## config.mk

```make
export PLATFORM = sky130hd
export DESIGN_NAME = squib_diag_device_flat
export DESIGN_NICKNAME = d
export VERILOG_FILES = /design/src/rtl/squib_diag_pkg.sv /design/src/rtl/squib_spi_if.sv /design/src/rtl/squib_diag_device.sv /design/src/flat_wrapper.sv
export SDC_FILE = /design/constraint.sdc
export NUM_CORES = 1
export LEC_CHECK = 0
export BUFFER_PORTS_ARGS = -buffer_cell sky130_fd_sc_hd__buf_2
export CAP_MARGIN = 20
export CELL_PAD_IN_SITES_DETAIL_PLACEMENT = 1
export CELL_PAD_IN_SITES_GLOBAL_PLACEMENT = 1
export CORE_MARGIN = 3
export CORE_UTILIZATION = 46
export CTS_BUF_LIST = sky130_fd_sc_hd__clkbuf_8
export CTS_CLUSTER_SIZE = 10
export DETAILED_ROUTE_END_ITERATION = 12
export PLACE_DENSITY_LB_ADDON = 0.15
export SLEW_MARGIN = 10
export SYNTH_ARGS = -nofsm -noshare
export SYNTH_HDL_FRONTEND = slang
export SYNTH_SLANG_ARGS = --single-unit
```

## constraint.sdc

```tcl
create_clock -name clk_sys -period 1.9 [get_ports clk_sys]
set_input_delay 0.38 -clock clk_sys [delete_from_list [all_inputs] [get_ports clk_sys]]
set_output_delay 0.38 -clock clk_sys [all_outputs]
set_load 0.005 [all_outputs]
```

## src/rtl/squib_diag_pkg.sv

```systemverilog
// constants shared by the squib diagnostic device and its spi controller
package squib_diag_pkg;
  // ****************************************************
  // command bytes and command groups
  // ****************************************************
  localparam logic [7:0] CMD_NOP = 8'h00;
  localparam logic [7:0] CMD_HS_UNLOCK = 8'h82;
  localparam logic [7:0] CMD_LS_UNLOCK = 8'h83;
  localparam logic [7:0] CMD_COMPARATOR = 8'h79;
  localparam logic [7:0] CMD_THERMAL = 8'h7F;
  localparam logic [3:0] GRP_HS_TEST = 4'h1;
  localparam logic [3:0] GRP_LS_TEST = 4'h2;
  localparam logic [3:0] GRP_TIMER_CLEAR = 4'h3;
  localparam logic [3:0] GRP_MEAS_READ = 4'h7;
  localparam int unsigned CHANNELS = 4;
  localparam logic [7:0] TIMER_RESET = 8'h00;
  localparam logic [7:0] TIMER_MAX = 8'hFF;
  localparam logic [3:0] FRAME_BITS = 4'h8;
  // ****************************************************
  // timing
  // ****************************************************
  localparam int unsigned CLK_NS = 40;
  localparam int unsigned SHUTDOWN_MIN_NS = 2090000;
  localparam int unsigned SHUTDOWN_MIN_CYCLES = (SHUTDOWN_MIN_NS + CLK_NS - 1) / CLK_NS;
  localparam int unsigned MEAS_STEP_NS = 1000;
  localparam logic [4:0] MEAS_STEP_CYCLES = 5'((MEAS_STEP_NS + CLK_NS - 1) / CLK_NS);
  localparam int unsigned SCLK_HALF_NS = 160;
  localparam logic [3:0] SCLK_HALF_CYCLES = 4'(SCLK_HALF_NS / CLK_NS);
  // ****************************************************
  // controller register map (byte addresses)
  // ****************************************************
  localparam logic [3:0] REG_TX = 4'h0;
  localparam logic [3:0] REG_RX = 4'h4;
  localparam logic [3:0] REG_PINS = 4'h8;
  localparam int unsigned RX_BUSY_BIT = 8;
  localparam int unsigned PIN_FEN1_BIT = 0;
  localparam int unsigned PIN_FEN2_BIT = 1;
  localparam int unsigned PIN_RST_BIT = 2;
  localparam logic [2:0] PINS_RESET = 3'h4;
endpackage : squib_diag_pkg

```

## src/rtl/squib_spi_if.sv

```systemverilog
// spi link and control pins between controller and squib device
`timescale 1ns/1ps
`default_nettype none
interface squib_spi_if;
  logic sclk;
  logic cs_n;
  logic mosi;
  logic miso;
  logic fire_enable_pin_one;
  logic fire_enable_pin_two;
  logic reset_pin_n;
  modport controller (
    output sclk,
    output cs_n,
    output mosi,
    input miso,
    output fire_enable_pin_one,
    output fire_enable_pin_two,
    output reset_pin_n
  );
  modport squib_dev (
    input sclk,
    input cs_n,
    input mosi,
    output miso,
    input fire_enable_pin_one,
    input fire_enable_pin_two,
    input reset_pin_n
  );
endinterface : squib_spi_if
`default_nettype wire

```

## src/rtl/squib_diag_device.sv

```systemverilog
// squib driver diagnostics: timing, thermal latch and driver transistor test
// Operation
// one 8-bit timing register per channel
// timing runs while channel high side on
// count advances only above measurement threshold
// power-on reset clears timing registers
// command 79 reports comparator status
// result shifted out on next command
// command 3X clears selected timing registers
// no thermal shutdown before 2.09 ms on
// shutdown affects only its own driver
// thermal status latched by command 7F
// thermal latch cleared after next command
// activation only when thermal status zero
// unlock accepted only with enables low
// unlock bytes 82 and 83 echoed
// any firing enable aborts transistor test
// unlock suspends diagnostics until second write
// 82 then 1X, 83 then 2X
// test drive current limited, host times
// new unlock stops previous transistor test
// fail bit one if driver stayed off
// unlock clears test status bits
// reset pin low clears functions, shifting
// low nibble bits map 1A,1B,2A,2B
// timing counts saturate at maximum
`timescale 1ns/1ps
`default_nettype none
module squib_diag_device
  import squib_diag_pkg::*;
#(
  parameter int unsigned SHUTDOWN_MIN_CYC = SHUTDOWN_MIN_CYCLES
) (
  input wire logic clk_sys,
  input wire logic arst_n,
  squib_spi_if.squib_dev spi,
  input wire logic [3:0] fire_request,
  input wire logic [3:0] firing_current_meas_threshold,
  input wire logic [3:0] over_temp,
  input wire logic [3:0] squib_sense_input,
  output logic [3:0] squib_high_output,
  output logic [3:0] squib_low_output,
  output logic [3:0] thermal_shutdown,
  output logic test_current_limit
);
  // ****************************************************
  // types and functions
  // ****************************************************
  typedef enum logic [1:0] {LOCKED, HS_ARMED, LS_ARMED} unlock_t;

  // saturating increment of a timing count
  function automatic logic [7:0] sat_inc(input logic [7:0] v);
    sat_inc = (v == TIMER_MAX) ? v : v + 8'h01;
  endfunction : sat_inc

  // ****************************************************
  // pin synchronisers and edge detection
  // ****************************************************
  logic [17:0] sync1;
  logic [17:0] sync2;
  logic sclk_q;
  logic cs_q;
  wire [17:0] pins_raw = {over_temp, firing_current_meas_threshold, squib_sense_input,
    spi.reset_pin_n, spi.fire_enable_pin_two, spi.fire_enable_pin_one, spi.mosi,
    spi.cs_n, spi.sclk};

  // two flops on every outside input except fire_request
  always_ff @(posedge clk_sys or negedge arst_n)
  begin
    if (!arst_n)
    begin
      sync1 <= 18'h00000;
      sync2 <= 18'h00000;
      sclk_q <= 1'b0;
      cs_q <= 1'b1;
    end
    else
    begin
      sync1 <= pins_raw;
      sync2 <= sync1;
      sclk_q <= sync2[0];
      cs_q <= sync2[1];
    end
  end

  wire sclk_s = sync2[0];
  wire cs_s = sync2[1];
  wire mosi_s = sync2[2];
  wire fen1_s = sync2[3];
  wire fen2_s = sync2[4];
  wire pin_reset = ~sync2[5];
  wire [3:0] sense_s = sync2[9:6];
  wire [3:0] meas_s = sync2[13:10];
  wire [3:0] over_s = sync2[17:14];
  wire sclk_rise = sclk_s & ~sclk_q;
  wire sclk_fall = ~sclk_s & sclk_q;
  wire cs_fall = ~cs_s & cs_q;
  wire cs_rise = cs_s & ~cs_q;

  // ****************************************************
  // spi shift registers
  // ****************************************************
  logic [7:0] in_shift;
  logic [7:0] out_shift;
  logic [3:0] bit_cnt;
  logic [7:0] resp;

  // shift in on sclk rise, out on sclk fall, load answer on cs fall
  always_ff @(posedge clk_sys or negedge arst_n)
  begin
    if (!arst_n)
    begin
      in_shift <= CMD_NOP;
      out_shift <= 8'h00;
      bit_cnt <= 4'h0;
    end
    else if (pin_reset)
    begin
      in_shift <= CMD_NOP;
      out_shift <= 8'h00;
      bit_cnt <= 4'h0;
    end
    else if (cs_fall)
    begin
      out_shift <= resp;
      bit_cnt <= 4'h0;
    end
    else if (!cs_s && sclk_rise)
    begin
      in_shift <= {in_shift[6:0], mosi_s};
      bit_cnt <= (bit_cnt == 4'hF) ? bit_cnt : bit_cnt + 4'h1;
    end
    else if (!cs_s && sclk_fall)
    begin
      out_shift <= {out_shift[6:0], 1'b0};
    end
  end

  assign spi.miso = out_shift[7];

  // ****************************************************
  // command decode
  // ****************************************************
  unlock_t unlock;
  logic [3:0] hs_test;
  logic [3:0] ls_test;
  logic [3:0] hs_fail;
  logic [3:0] ls_fail;
  logic [7:0] timing [CHANNELS];
  wire exec = cs_rise & (bit_cnt == FRAME_BITS) & ~pin_reset;
  wire [3:0] grp = in_shift[7:4];
  wire [3:0] sel = in_shift[3:0];
  wire fire_enabled = fen1_s | fen2_s;
  wire unlock_ok = ~fen1_s & ~fen2_s;
  wire is_unlock = (in_shift == CMD_HS_UNLOCK) | (in_shift == CMD_LS_UNLOCK);
  wire do_unlock = exec & is_unlock & unlock_ok;
  wire in_unlock = exec & ~do_unlock & (unlock != LOCKED);
  wire normal = exec & ~do_unlock & (unlock == LOCKED);
  wire [3:0] timer_clear = (normal && grp == GRP_TIMER_CLEAR) ? sel : 4'h0;
  wire [7:0] meas_byte = (sel < 4'h4) ? timing[sel[1:0]] : 8'h00;

  // answer byte for the next frame
  always_ff @(posedge clk_sys or negedge arst_n)
  begin
    if (!arst_n)
      resp <= 8'h00;
    else if (pin_reset)
      resp <= 8'h00;
    else if (do_unlock)
      resp <= in_shift;
    else if (in_unlock)
      resp <= {hs_fail, ls_fail};
    else if (normal)
    begin
      if (in_shift == CMD_COMPARATOR)
        resp <= {4'h0, meas_s};
      else if (in_shift == CMD_THERMAL)
        resp <= {4'h0, thermal_shutdown};
      else if (grp == GRP_MEAS_READ)
        resp <= meas_byte;
      else
        resp <= {hs_fail, ls_fail};
    end
  end

  // unlock sequencing and transistor test selection
  always_ff @(posedge clk_sys or negedge arst_n)
  begin
    if (!arst_n)
    begin
      unlock <= LOCKED;
      hs_test <= 4'h0;
      ls_test <= 4'h0;
    end
    else if (pin_reset || fire_enabled)
    begin
      unlock <= LOCKED;
      hs_test <= 4'h0;
      ls_test <= 4'h0;
    end
    else if (do_unlock)
    begin
      unlock <= (in_shift == CMD_HS_UNLOCK) ? HS_ARMED : LS_ARMED;
      hs_test <= 4'h0;
      ls_test <= 4'h0;
    end
    else if (in_unlock)
    begin
      unlock <= LOCKED;
      if (unlock == HS_ARMED && grp == GRP_HS_TEST)
        hs_test <= sel;
      if (unlock == LS_ARMED && grp == GRP_LS_TEST)
        ls_test <= sel;
    end
  end

  // test status: one while a tested driver has not turned on
  always_ff @(posedge clk_sys or negedge arst_n)
  begin
    if (!arst_n)
    begin
      hs_fail <= 4'h0;
      ls_fail <= 4'h0;
    end
    else if (pin_reset || do_unlock)
    begin
      hs_fail <= 4'h0;
      ls_fail <= 4'h0;
    end
    else
    begin
      hs_fail <= (hs_fail & ~hs_test) | (hs_test & ~sense_s);
      ls_fail <= (ls_fail & ~ls_test) | (ls_test & ~sense_s);
    end
  end

  // ****************************************************
  // firing drive, thermal shutdown and timing registers
  // ****************************************************
  logic [4:0] step_cnt;
  logic [21:0] on_cnt [CHANNELS];
  wire step_tick = (step_cnt == MEAS_STEP_CYCLES - 5'h01);
  wire [3:0] hs_fire = fire_request & {4{fire_enabled & ~pin_reset}} & ~thermal_shutdown;

  // common time step for the timing registers
  always_ff @(posedge clk_sys or negedge arst_n)
  begin
    if (!arst_n)
      step_cnt <= 5'h00;
    else
      step_cnt <= step_tick ? 5'h00 : step_cnt + 5'h01;
  end

  // per channel on-time, shutdown and timing count, one process so each array has one driver
  always_ff @(posedge clk_sys or negedge arst_n)
  begin
    if (!arst_n)
    begin
      thermal_shutdown <= 4'h0;
      for (int ch = 0; ch < CHANNELS; ch++)
      begin
        on_cnt[ch] <= 22'h000000;
        timing[ch] <= TIMER_RESET;
      end
    end
    else
      for (int ch = 0; ch < CHANNELS; ch++)
      begin
        on_cnt[ch] <= hs_fire[ch] ? on_cnt[ch] + 22'h000001 : 22'h000000;
        if (!over_s[ch])
          thermal_shutdown[ch] <= 1'b0;
        else if (hs_fire[ch] && on_cnt[ch] >= 22'(SHUTDOWN_MIN_CYC - 1))
          thermal_shutdown[ch] <= 1'b1;
        if (timer_clear[ch])
          timing[ch] <= TIMER_RESET;
        else if (step_tick && hs_fire[ch] && meas_s[ch])
          timing[ch] <= sat_inc(timing[ch]);
      end
  end

  // registered driver outputs
  always_ff @(posedge clk_sys or negedge arst_n)
  begin
    if (!arst_n)
    begin
      squib_high_output <= 4'h0;
      squib_low_output <= 4'h0;
      test_current_limit <= 1'b0;
    end
    else
    begin
      squib_high_output <= hs_fire | hs_test;
      squib_low_output <= hs_fire | ls_test;
      test_current_limit <= |(hs_test | ls_test);
    end
  end
endmodule : squib_diag_device
`default_nettype wire

```

## src/flat_wrapper.sv

```systemverilog
// flat-port wrapper written by rule: the top's interface ports become plain ports
module squib_diag_device_flat import squib_diag_pkg::*;
#(
  parameter int unsigned SHUTDOWN_MIN_CYC = SHUTDOWN_MIN_CYCLES
)
  (clk_sys, arst_n, fire_request, firing_current_meas_threshold, over_temp, squib_sense_input, squib_high_output, squib_low_output, thermal_shutdown, test_current_limit, spi_sclk, spi_cs_n, spi_mosi, spi_miso, spi_fire_enable_pin_one, spi_fire_enable_pin_two, spi_reset_pin_n);
  squib_spi_if spi_i ();
  input wire logic clk_sys;
  input wire logic arst_n;
  input wire logic [3:0] fire_request;
  input wire logic [3:0] firing_current_meas_threshold;
  input wire logic [3:0] over_temp;
  input wire logic [3:0] squib_sense_input;
  output logic [3:0] squib_high_output;
  output logic [3:0] squib_low_output;
  output logic [3:0] thermal_shutdown;
  output logic test_current_limit;
  input wire logic [$bits(spi_i.sclk)-1:0] spi_sclk;
  input wire logic [$bits(spi_i.cs_n)-1:0] spi_cs_n;
  input wire logic [$bits(spi_i.mosi)-1:0] spi_mosi;
  output wire logic [$bits(spi_i.miso)-1:0] spi_miso;
  input wire logic [$bits(spi_i.fire_enable_pin_one)-1:0] spi_fire_enable_pin_one;
  input wire logic [$bits(spi_i.fire_enable_pin_two)-1:0] spi_fire_enable_pin_two;
  input wire logic [$bits(spi_i.reset_pin_n)-1:0] spi_reset_pin_n;
  assign spi_i.sclk = spi_sclk;
  assign spi_i.cs_n = spi_cs_n;
  assign spi_i.mosi = spi_mosi;
  assign spi_miso = spi_i.miso;
  assign spi_i.fire_enable_pin_one = spi_fire_enable_pin_one;
  assign spi_i.fire_enable_pin_two = spi_fire_enable_pin_two;
  assign spi_i.reset_pin_n = spi_reset_pin_n;
  squib_diag_device #(.SHUTDOWN_MIN_CYC(SHUTDOWN_MIN_CYC)) u_core (.clk_sys(clk_sys), .arst_n(arst_n), .spi(spi_i), .fire_request(fire_request), .firing_current_meas_threshold(firing_current_meas_threshold), .over_temp(over_temp), .squib_sense_input(squib_sense_input), .squib_high_output(squib_high_output), .squib_low_output(squib_low_output), .thermal_shutdown(thermal_shutdown), .test_current_limit(test_current_limit));
endmodule
```

; ---- Word level (Yosys, flattened, before mapping)
; Index checks and enable logic that the tools add are counted.
[totals]
register_bits = 222
elab_cells = 217
[op_classes]
n_reduce_logical = 39
order_cmp = 6
bitwise = 39
n_addsub = 10
n_mux = 62
eq_ne = 32
[ops]
columns = cell, count
row1 = 8-bit two-way mux, 29
row2 = 22-bit by 1-bit adder with 22-bit output (second input constant), 4
row3 = 22-bit by 16-bit >= comparator with 1-bit output (second input constant), 4
row4 = 22-bit two-way mux, 4
row5 = 4-bit two-way mux, 15
row6 = 8-bit equality test (second input constant), 6
row7 = 8-bit by 1-bit adder with 8-bit output (second input constant), 4
row8 = 4-bit bitwise AND, 6
row9 = 4-bit bitwise OR, 5
row10 = 2-bit AND reduction, 9
row11 = 1-bit logical AND, 17
row12 = 8-bit binary-select mux with 2-bit select, 1
row13 = 8-bit by 7-bit equality test with 1-bit output (second input constant), 2
row14 = 4-bit NOT, 4
row15 = 1-bit bitwise AND, 13
row16 = 2-bit != test (second input constant), 6
row17 = 3-bit != test (second input constant), 4
row18 = 2-bit nonzero test, 5
row19 = 3-bit nonzero test, 3
row20 = 4-bit by 2-bit equality test with 1-bit output (second input constant), 2
row21 = 4-bit equality test (second input constant), 2
row22 = 1-bit two-way mux, 8
row23 = 2-bit two-way mux, 4
row24 = 2-bit by 1-bit != test with 1-bit output (second input constant), 4
row25 = 18 further kinds, 27

; ---- Logic depth before layout (Yosys ltp)
; Gate-level depths: netlist of run 1.
[depth]
ltp_word = 13
depth_mapped = 8
mapped_depth_nobuf = 6

; ---- Worst setup path after synthesis of run 1
; OpenSTA, ideal clock, no wires.
[synth_timing]
kind = flip-flop to flip-flop
start = register u_core.step_cnt[0]
end = register u_core.timing[13] (netlist name)
required_time_ns = 1.821
setup_ns = 0.079
arrival_ns = 1.746
period_less_slack_ns = 1.826
setup_slack_ns = 0.074
path_stages_with_launch = 9
path_cell_list = dfrtp_1 > inv_1 > ha_1 > and4b_1 > buf_4 > nand4_2 > buf_2 > nor4_1 > mux2i_1
[synth_between]
elab_chain_len = 5
[synth_lines]
columns = item, line_no
row1 = start: declaration, squib_diag_device.sv:240  ; logic [4:0] step_cnt;
row2 = start signal: assignment, squib_diag_device.sv:251  ; step_cnt <= step_tick ? 5'h00 : step_cnt + 5'h01;
row3 = 5-bit equality test, squib_diag_device.sv:242  ; wire step_tick = (step_cnt == MEAS_STEP_CYCLES - 5'h01);
row4 = 1-bit logical AND (2 in a row), squib_diag_device.sv:276  ; else if (step_tick && hs_fire[ch] && meas_s[ch])
row5 = 2-bit nonzero test (no line), --
row6 = 2-bit AND reduction (no line), --
row7 = end signal: indexed assignment, squib_diag_device.sv:277  ; timing[ch] <= sat_inc(timing[ch]);
row8 = end: declaration, squib_diag_device.sv:149  ; logic [7:0] timing [CHANNELS];
; Every way passes these cells.
; A chain may end at the register's enable or synchronous reset.

; ---- Worst setup path in the final report of run 1
[layout_timing]
start = register u_core.step_cnt[0]
end = register u_core.timing[21] (netlist name)
; Same word-level chain as after synthesis.

==> results of run 1 <==
==> per-stage QoR <==
step,cells,hold WS (ns)
6_report,1497,0.348
5_1_grt,1497,0.356
4_1_cts,1492,0.351
3_5_place_dp,1398,0.337
3_3_place_gp,1398,0.334
2_1_floorplan,1042,0.0844
==> kinds of logic (layout without fill, tap and decap cells) <==
logic type	Yosys count	after routing	synth area share [%]
XOR/XNOR	51	51	4.21
adder cells (fa/ha/maj)	20	20	2.36
multiplexers	26	26	3.28
AO/OA/AOI/OAI	220	220	12.9
flip-flops	222	222	52.4
buffers and inverters	78	252	3.00
AND/OR/NAND/NOR	425	426	21.9
==> worst max-delay path, stage by stage, from the launching register on <==
cell and delay, ns:
dfrtp_1 0.37, inv_1 0.06, ha_1 0.15, and4b_1 0.25, buf_6 0.17, nand4_4 0.15, or4b_4 0.56, a21oi_2 0.16
==> cell usage in the layout, fill, tap and decap left out, drive strengths merged, types with 4 or more instances in the layout <==
master         n
a21oi         79
nand4         36
nor2          98
ha            20
buf          127
o211ai         8
nand2b        11
or4           22
nor3          14
nor4bb         4
nor3b          4
o21ai         57
and4          17
a211oi         4
mux4           7
o2111ai        5
nor4           9
a31oi          4
dfrtp        221
clkbuf        53
o21bai         5
clkinv         4
or3           38
a32oi          8
inv           43
nand3         48
mux2i         19
xnor2         12
o41ai          6
o31ai         17
xor2          39
and3          24
dlygate4sd3   19
o211a          4
a22oi          9
and2          14
or3b           4
nand2         70
==> repair_timing <==
action | 4_1_cts | 5_1_grt
buffers inserted | 4 | 5
pin swaps | 3 | 9
resized for setup | 6 | 26
cloned | 1 | 0
endpoints found under the hold margin | 69 | 0
hold buffers | 19 | 0
endpoints found under the setup margin | 21 | 54
==> power by group through the flow <==
stage | Sequential, mW | Clock, mW | Combinational (mW)
4_1_cts | 4.87 | 5.06 | 0.446
3_5_place_dp | 4.95 | 0 | 0.408
5_1_grt | 4.87 | 5.33 | 0.495
3_3_place_gp | 4.94 | 0 | 0.391
2_1_floorplan | 4.93 | 0 | 0.147
6_report | 4.87 | 4.93 | 0.442
==> layer usage <==
| metal | track usage (%) | wire length (um) | up-vias |
|---|---|---|---|
| met5 | 0 | 0 | - |
| met3 | 3.17 | 785 | 38 |
| met2 | 40.5 | 14600 | 120 |
| met4 | 6.20 | 497 | 0 |
| li1 | - | - | 4118 |
| met1 | 33.0 | 13400 | 4511 |
==> path summary, 6_finish.rpt <==
check,start,to,slack (ns),cells after the start
setup reg to reg,u_core.step_cnt[0],u_core.timing[21],-0.07,7
hold / removal,u_core.sync1[5],u_core.sync2[5],0.35,0
setup / recovery,u_core.step_cnt[0],u_core.timing[21],-0.07,7
max in group asynchronous,arst_n,u_core.sync2[2],0.90,3
hold reg to reg,u_core.sync1[5],u_core.sync2[5],0.35,0
min in group asynchronous,arst_n,u_core.on_cnt[14],0.37,2
==> layout make-up <==
cell class	count	area, um^2
Inverter	36	135
Multi-Input combinational cell	743	4880
Sequential cell	222	5560
Fill cell	2421	9280
Clock inverter	17	159
Timing Repair Buffer	146	1140
Clock buffer	53	729
Tap cell	280	350
==> flip-flops by register name, indices dropped and copies added, names as in the netlist, 5 cells and up <==
| name | count |
|---|---|
| u_core.resp | 8 |
| u_core.sync1 | 18 |
| u_core.on_cnt | 88 |
| u_core.in_shift | 8 |
| u_core.step_cnt | 5 |
| u_core.sync2 | 18 |
| u_core.out_shift | 8 |
| u_core.timing | 32 |
==> summary.txt, run 1 <==
Clock network
  • CTS tree: built
  • # H-tree levels: 2
  • Clk sink count: 222
  • Clock Latency Late Sink: 0.55 ns
  • Num CTS Buffers: 40
  • CTS root buffer: clkbuf_8
  • Clk slew on worst S/H paths: ~0.06 ns
  • Bufs on Longest Clock Path: 3

Job
  • Max Cap Viol: 0

Floorplanning
  • Standard-cell rows: 54
  • Starting density of the core: a little under half
  • Die Y: 158 um
  • DIE WIDTH: approximately 160 um
  • Core area: 22200 um^2
  • I/O Pins: 38
  • Die footprint: around 25000 um^2

Power
  • Leak: between 5 and 6 nW
  • Comb power frac: 4.3%
  • Power Density: between 700 and 800 nW/um^2
  • NetSw: 2.35 mW
  • Peak VDD IR: ~0.62 mV
  • Reg power frac: 47.6%
  • Clock share of power: 48.1%
  • Switch share: between 20% and 30%
  • Pwr Total: between 10 and 15 mW
  • Internal: a little under 8 mW

Global route
  • Largest net degree at the start of global routing: 59
  • GR Util All Layers: 24.0%
  • Initial antenna violation count: 0
  • First-pass GRT wire length: between 40 and 50 mm
  • Vias in the first global route: 9249
  • Overflow after GRT: 0

Critical path
  • CP Max Fanout: 5
  • CP Data Required Time: ~2.4 ns
  • WP data arrival: 2.42 ns
  • Worst Setup Start Kind: flip-flop
  • Crit. End Element: flip-flop
  • Critical path type: reg2reg

STA
  • Final setup fails: 8
  • Final period utilization: 103%
  • Slew Limit Fails: 0
  • Max frequency: 0.509 GHz
  • RSZ-0062 raised after global routing: yes
  • Slew @ Worst Pin: 0.567 ns
  • Final Hold Viols: 0
  • Post-route setup slack: -0.0664 ns
  • Normalized max-slew margin: between 60% and 70%
  • Min Tclk post-route: 1.97 ns
  • Setup TNS: -0.206 ns
  • Final setup skew: 0.0242 ns

Yosys
  • Asr flop ratio synth: between 90% and 100%
  • Dominant cell by count in the synthesized netlist: dfrtp_1
  • Post-synth top area share: 52.1%
  • Synth unique cells: 64
  • Post-synthesis average cell area: 10.2 um^2
  • Leading post-synthesis cells by instance count: dfrtp_1 (221), nor2_1 (98), a21oi_1 (79), nand2_1 (70), o21ai_0 (55)
  • Post-synth EDFFs: 0
  • Post-Synthesis Net Count: 1086
  • Synth Flop Type: dfrtp_1
  • Top cells by area, synth: dfrtp_1 (52%), a21oi_1 (3.7%), nor2_1 (3.5%), xor2_1 (3.2%), o21ai_0 (2.6%)
  • Post-Syn Area: 10600 um^2
  • Post-synthesis cell count: 1042
  • Yosys reg bits: ~220
  • Ys Warns: 0
  • Seq/Total Area, Yosys: between 50% and 60%
  • Largest area contributor in the netlist: dfrtp_1

Min path
  • Hold WC Path Type: reg2reg

Drt
  • Drt pass-1 iters: 5
  • Number of remaining DRC errors: 0
  • Routed len/inst: 19.6 um
  • ANT nets after route: 0
  • Drt first-iter violations: 501
  • WL final: 29.3 mm
  • Via count: 8787
  • Vias per cell: 5.87

Placed design
  • Place WS: -0.114 ns
  • Routability cong.: 0.863
  • PortBufs: 37
  • Placed inst area: ~12000 um^2
  • Post-DP HPWL: 20.2 mm

Layout
  • Layout Utilization: 58.3%
  • Design Area, Final: 13000 um^2
  • Nets@finish: around 1200
  • Layout cell share with drive strength beyond 1: 19.4%
  • Area Growth Syn to Fin: 22.1%
  • N_diodes: 0

Outcome
  • Outcome: complete, but fails checks
  • Failing checks: negative setup slack
Power figures use the tool's default switching activity.
==> run 2, diff against run 1 <==
Settings changed: CORE_ASPECT_RATIO from default to 1.5, CORE_UTILIZATION 46 to 45, CTS_BUF_LIST sky130_fd_sc_hd__clkbuf_8 to sky130_fd_sc_hd__clkbuf_16, SETUP_SLACK_MARGIN from default to 0.5.
==> summary.txt, run 2 (synthesized netlist as in run 1, its figures left out) <==
Critical path
  • Critical path type: reg2reg
  • Reg2reg setup slack: -0.18 ns (-0.11 ns)
  • Crit. End Element: flip-flop
  • CP Max Fanout: 5 (unchanged)
  • FF-to-FF End: u_core.timing[28]
  • FF-to-FF path depth: 5 (-2)
  • CP Data Required Time: 2.35 ns (about the same)
  • Worst Setup Start Kind: flip-flop
  • R2R Path Start: u_core.timing[24]
  • WP data arrival: 2.53 ns (+0.11 ns)

Layout
  • Top reg by flops: u_core.on_cnt
  • Fill count: 2244 (-7.3%)
  • Max reg flops: 88 (unchanged)
  • N_diodes: 0 (unchanged)
  • Layout cell share with drive strength beyond 1: 47.5% (+28 points)
  • Most common cell after layout, fill and taps aside: dfrtp_1
  • Top flop regs: u_core.on_cnt x88, u_core.timing x32
  • Most frequent cells in the layout: dfrtp_1 (195), buf_4 (178), buf_6 (78)
  • Nets@finish: 1407 (+14%)
  • Area Growth Syn to Fin: 54.9%
  • Layout Utilization: 71.0% (+13 points)

Min path
  • Hold path start: u_core.sync1[8]
  • Worst Hold Path EP: u_core.sync2[8]
  • Hold Path Depth: 0 (unchanged)
  • Hold WC Path Type: reg2reg

Floorplanning
  • I/O Pins: 38 (unchanged)
  • Core area: 23100 um^2 (+4.1%)
  • Starting density of the core: 45.8% (-1.9 points)
  • Standard-cell rows: 68 (+26%)
  • Die Y: 194 um (+23%)
  • DIE WIDTH: 131 um (-17%)
  • Die footprint: 25500 um^2 (+2.3%)

STA
  • Max frequency: 0.481 GHz (-5.3%)
  • Final Hold Viols: 0 (unchanged)
  • Slew @ Worst Pin: 0.533 ns (-0.0337 ns)
  • Final setup skew: 0.0252 ns (+0.00104 ns)
  • Min Tclk post-route: 2.08 ns (+0.111 ns)
  • Normalized max-slew margin: 64.3% (+2.2 points)
  • Final period utilization: 109% (+5.8 points)
  • Final setup fails: 29 (+21)
  • RSZ-0062 raised after global routing: yes
  • Post-route setup slack: -0.177 ns (-0.111 ns)
  • Slew Limit Fails: 0 (unchanged)

Power
  • Leak: 6.84 nW (+23%)
  • Peak VDD IR: 0.777 mV (+26%)
  • Pwr Total: 10.3 mW (+0.42%)
  • Power Density: 626 nW/um^2 (-21%)

Clock network
  • # H-tree levels: 1 (-1)
  • Clk slew on worst S/H paths: 0.07 ns (about the same)
  • Clk sink count: 222 (unchanged)
  • Clock Latency Late Sink: 0.56 ns (about the same)
  • CTS tree: built
  • CTS root buffer: clkbuf_16
  • Bufs on Longest Clock Path: 3 (unchanged)
  • Num CTS Buffers: 26 (-35%)

Global route
  • Overflow after GRT: 0 (unchanged)
  • Largest net degree at the start of global routing: 58 (-1.7%)
  • First-pass GRT wire length: 59.6 mm (+24%)
  • Vias in the first global route: 10853 (+17%)
  • Initial antenna violation count: 0 (unchanged)
  • GR Util All Layers: 28.7% (+4.7 points)

Outcome
  • Failing checks: negative setup slack
  • Outcome: complete, but fails checks

Drt
  • Routed len/inst: 29.9 um (+53%)
  • ANT nets after route: 0 (unchanged)
  • Drt first-iter violations: 850 (+70%)
  • WL final: 50.7 mm (+73%)
  • Vias per cell: 6.51 (+11%)
  • Drt pass-1 iters: 5 (unchanged)
  • Via count: 11025 (+25%)
  • Number of remaining DRC errors: 0 (unchanged)

Job
  • Max Cap Viol: 0 (unchanged)

Placed design
  • PortBufs: 37 (unchanged)
  • Post-DP HPWL: 19.9 mm (-1.3%)
  • Routability cong.: 0.871 (+0.87%)
-- run 2: repair_timing --
action | CTS | global route
pin swaps | 100 | 82
hold endpoints to repair | 68 | 0
setup endpoints to repair | 179 | 179
cloned | 6 | 7
gates resized for setup | 203 | 243
setup buffers | 123 | 71
hold buffers | 19 | 0
-- run 2: layout make-up --
type,instances,area [um^2],area share (%)
clock buffer,26,651,3.96
clock inverter,17,76.3,0.465
inverter,36,139,0.845
multi-input combinational,745,6500,39.6
sequential,222,5590,34.0
tap,315,394,2.40
timing repair buffer,332,3080,18.7
-- run 2: worst max-delay path, stage by stage (launching register included) --
cell and delay (ns):
dfrtp_1 0.48, ha_1 0.32, nand3_2 0.15, o211ai_2 0.19, or4_1 0.59, a21oi_1 0.23
-- run 2: how the worst max path moves through the flow --
stage / cells past startpoint / startpoint / slack, ns / to
3_3_place_gp: 8 / u_core.step_cnt[0] / 0.05 / u_core.timing[17]
4_1_cts: 7 / u_core.step_cnt[0] / -0.01 / u_core.timing[4]
2_1_floorplan: 7 / u_core.step_cnt[0] / 0.17 / u_core.timing[3]
3_5_place_dp: 7 / u_core.step_cnt[0] / -0.05 / u_core.timing[21]
5_1_grt: 5 / u_core.unlock[1] / -0.24 / u_core.timing[7]
6_report: 5 / u_core.timing[24] / -0.18 / u_core.timing[28]
-- run 2: report_power, final --
part           total [mW]  switching, mW  internal [mW]
clock                4.62           2.17           2.45
combinational       0.764          0.433          0.331
sequential           4.89         0.0875           4.81
-- run 2: metrics by stage --
stage | area [um^2] | TNS [ns] | hold slack [ns] | std cells | worst slack [ns]
CTS | 14700 | -0.0273 | 0.346 | 1615 | -0.0144
global route | 16400 | -4.33 | 0.354 | 1693 | -0.242
floorplan | 11000 | 0 | 0.0844 | 1042 | 0.167
finish | 16400 | -2.28 | 0.345 | 1693 | -0.177
detailed placement | 11900 | -0.0885 | 0.336 | 1424 | -0.0452
global placement | 11900 | 0 | 0.333 | 1424 | 0.0520
-- run 2: metal layers --
metal  wire (um)  global-route usage, %  share of wire (%)  vias to the layer above
met2       26600                   54.7                 52                      632
met1       16800                   32.4                 33                     5624
met5           0                      0                  0                        -
li1            -                      -                  -                     4457
met3        2770                   3.37                5.5                      312
met4        4500                   11.2                8.9                        0
==> run 3, diff against run 2 <==
Settings changed: CORE_UTILIZATION 45 to 50, SLEW_MARGIN 10 to 20.
Clock period 1.9 ns to 2.4 ns, I/O delays scaled along.
==> summary.txt, run 3 (synthesized netlist as in run 1, its figures left out) <==
Clock network
  • Clock Latency Late Sink: 0.52 ns (-0.04 ns)
  • Clk slew on worst S/H paths: 0.06 ns (about the same)
  • # H-tree levels: 1 (unchanged)
  • CTS root buffer: clkbuf_16
  • CTS tree: built
  • Num CTS Buffers: 26 (unchanged)
  • Bufs on Longest Clock Path: 3 (unchanged)
  • Clk sink count: 222 (unchanged)

STA
  • RSZ-0062 raised after global routing: yes
  • Min Tclk post-route: 1.94 ns (-0.134 ns)
  • Normalized max-slew margin: 66.5% (+2.2 points)
  • Final setup fails: 0 (-100%)
  • Final setup skew: 0.0129 ns (-0.0123 ns)
  • Slew @ Worst Pin: 0.501 ns (-0.0323 ns)
  • Final Hold Viols: 0 (unchanged)
  • Final period utilization: 81.0% (-28 points)
  • Setup TNS: 0 ns (+2.28 ns)
  • Slew Limit Fails: 0 (unchanged)
  • Max frequency: 0.515 GHz (+6.9%)
  • Worst hold slack: 0.0689 ns (-0.276 ns)

Global route
  • First-pass GRT wire length: 47.7 mm (-20%)
  • Vias in the first global route: 9505 (-12%)
  • GR Util All Layers: 25.1% (-3.5 points)
  • Initial antenna violation count: 0 (unchanged)
  • Overflow after GRT: 0 (unchanged)
  • Largest net degree at the start of global routing: 67 (+16%)

Critical path
  • CP top delay family: simple AND/OR/NAND/NOR gates
  • Critical path type: reg2reg
  • Crit. End Element: flip-flop
  • FF-to-FF path depth: 7 (+2)
  • Worst Setup Start Kind: flip-flop
  • CP Max Fanout: 6 (+1)
  • Worst path cell trace: inv_1, ha_2, and4b_4, buf_4, nand4_4, or4b_4, a21oi_2
  • CP max-delay cell: or4b_4
  • CP max stage delay: 0.55 ns (-0.04 ns)
  • WP data arrival: 2.38 ns (-0.15 ns)
  • CP Data Required Time: 2.84 ns (+0.49 ns)
  • WP buf/inv: 2 (+2)
  • CP Depth: 7 (+2)

Floorplanning
  • Starting density of the core: 51.3% (+5.5 points)
  • Standard-cell rows: 64 (-5.9%)
  • Die Y: 184 um (-5.0%)
  • Core area: 20700 um^2 (-11%)
  • I/O Pins: 38 (unchanged)
  • Die footprint: 23000 um^2 (-9.6%)
  • DIE WIDTH: 125 um (-4.9%)

Drt
  • Number of remaining DRC errors: 0 (unchanged)
  • Via count: 8616 (-22%)
  • Vias per cell: 6.20 (-4.8%)
  • WL final: 29.1 mm (-43%)
  • Drt pass-1 iters: 5 (unchanged)
  • Routed len/inst: 20.9 um (-30%)
  • ANT nets after route: 0 (unchanged)
  • Drt first-iter violations: 489 (-42%)

Placed design
  • Routability cong.: 0.860 (-1.2%)
  • Post-DP HPWL: 19.6 mm (-1.6%)
  • Placed inst area: 11200 um^2 (-6.0%)
  • PortBufs: 37 (unchanged)

Layout
  • Area occupied by multi-input gates: 4990 um^2 (-23%)
  • Nets@finish: 1159 (-18%)
  • Fill count: 2283 (+1.7%)
  • Layout Utilization: 59.7% (-11 points)
  • Max reg flops: 88 (unchanged)
  • Area Growth Syn to Fin: 16.2%
  • Register Area: 5560 um^2 (-0.56%)
  • Most frequent cells in the layout: dfrtp_1 (220), nor2_1 (94), a21oi_1 (70)
  • N_diodes: 0 (unchanged)
  • Top reg by flops: u_core.on_cnt
  • Most common cell after layout, fill and taps aside: dfrtp_1
  • Design Area, Final: 12300 um^2 (-25%)
  • Top flop regs: u_core.on_cnt x88, u_core.timing x32
  • Layout cell share with drive strength beyond 1: 16.0% (-32 points)

Power
  • Power Density: 616 nW/um^2 (-1.5%)
  • Leak: 5.15 nW (-25%)
  • Peak VDD IR: 0.573 mV (-26%)

Outcome
  • Outcome: finished, final reports clean

Min path
  • Hold WC Path Type: in2reg
  • Hold Path Depth: 1 (+1)

Job
  • Max Cap Viol: 0 (unchanged)
==> run 3: layout make-up <==
type                       instances  share of cell area, %
tap                              264                   2.68
clock buffer                      27                   5.48
multi-input combinational        745                   40.5
sequential                       222                   45.1
timing repair buffer              84                   4.83
clock inverter                    12                  0.375
inverter                          36                   1.10
==> run 3: repair_timing <==
action / 4_1_cts / 5_1_grt
buffers inserted: 13 / 9
hold endpoints to repair: 50 / 0
endpoints found under the setup margin: 55 / 77
hold buffers: 1 / 0
resized for setup: 17 / 42
pin swaps: 7 / 17
cloned: 3 / 0
==> run 3: path summary, 6_finish.rpt <==
path / start / endpoint / slack, ns
setup / recovery: u_core.step_cnt[0] / u_core.timing[21] / 0.46
hold / removal: squib_sense_input[2] / u_core.sync1[8] / 0.07
setup reg to reg: u_core.step_cnt[0] / u_core.timing[21] / 0.46
hold reg to reg: u_core.sync1[6] / u_core.sync2[6] / 0.34
max in group asynchronous: arst_n / u_core.cs_q / 1.19
min in group asynchronous: arst_n / u_core.on_cnt[51] / 0.48
==> run 3: power breakdown <==
group / internal [mW] / total (mW) / switching [mW]
Combinational: 0.0929 / 0.295 / 0.202
Sequential: 3.81 / 3.86 / 0.0501
Clock: 1.98 / 3.45 / 1.46
Total: 5.88 / 7.60 / 1.71
==> run 3: stage by stage <==
step                      setup WS, ns  power (mW)  cells
after CTS                        0.502        7.68   1381
after detailed placement        0.0634        4.20   1325
final                            0.457        7.60   1390
after global routing             0.401        7.91   1390
after global placement           0.164        4.19   1325
after floorplan                  0.574        4.02   1042
==> run 3: per-layer routing <==
layer | GRT usage [%] | routed length (um)
met5 | 0 | 0
met4 | 11.0 | 1150
met3 | 3.31 | 922
met2 | 49.2 | 16300
met1 | 26.9 | 10700
==> run 3: worst reg2reg max path, stage by stage (launching register included) <==
cell	delay (ns)
dfrtp_1	0.38
inv_1	0.06
ha_2	0.17
and4b_4	0.26
buf_4	0.15
nand4_4	0.14
or4b_4	0.55
a21oi_2	0.14
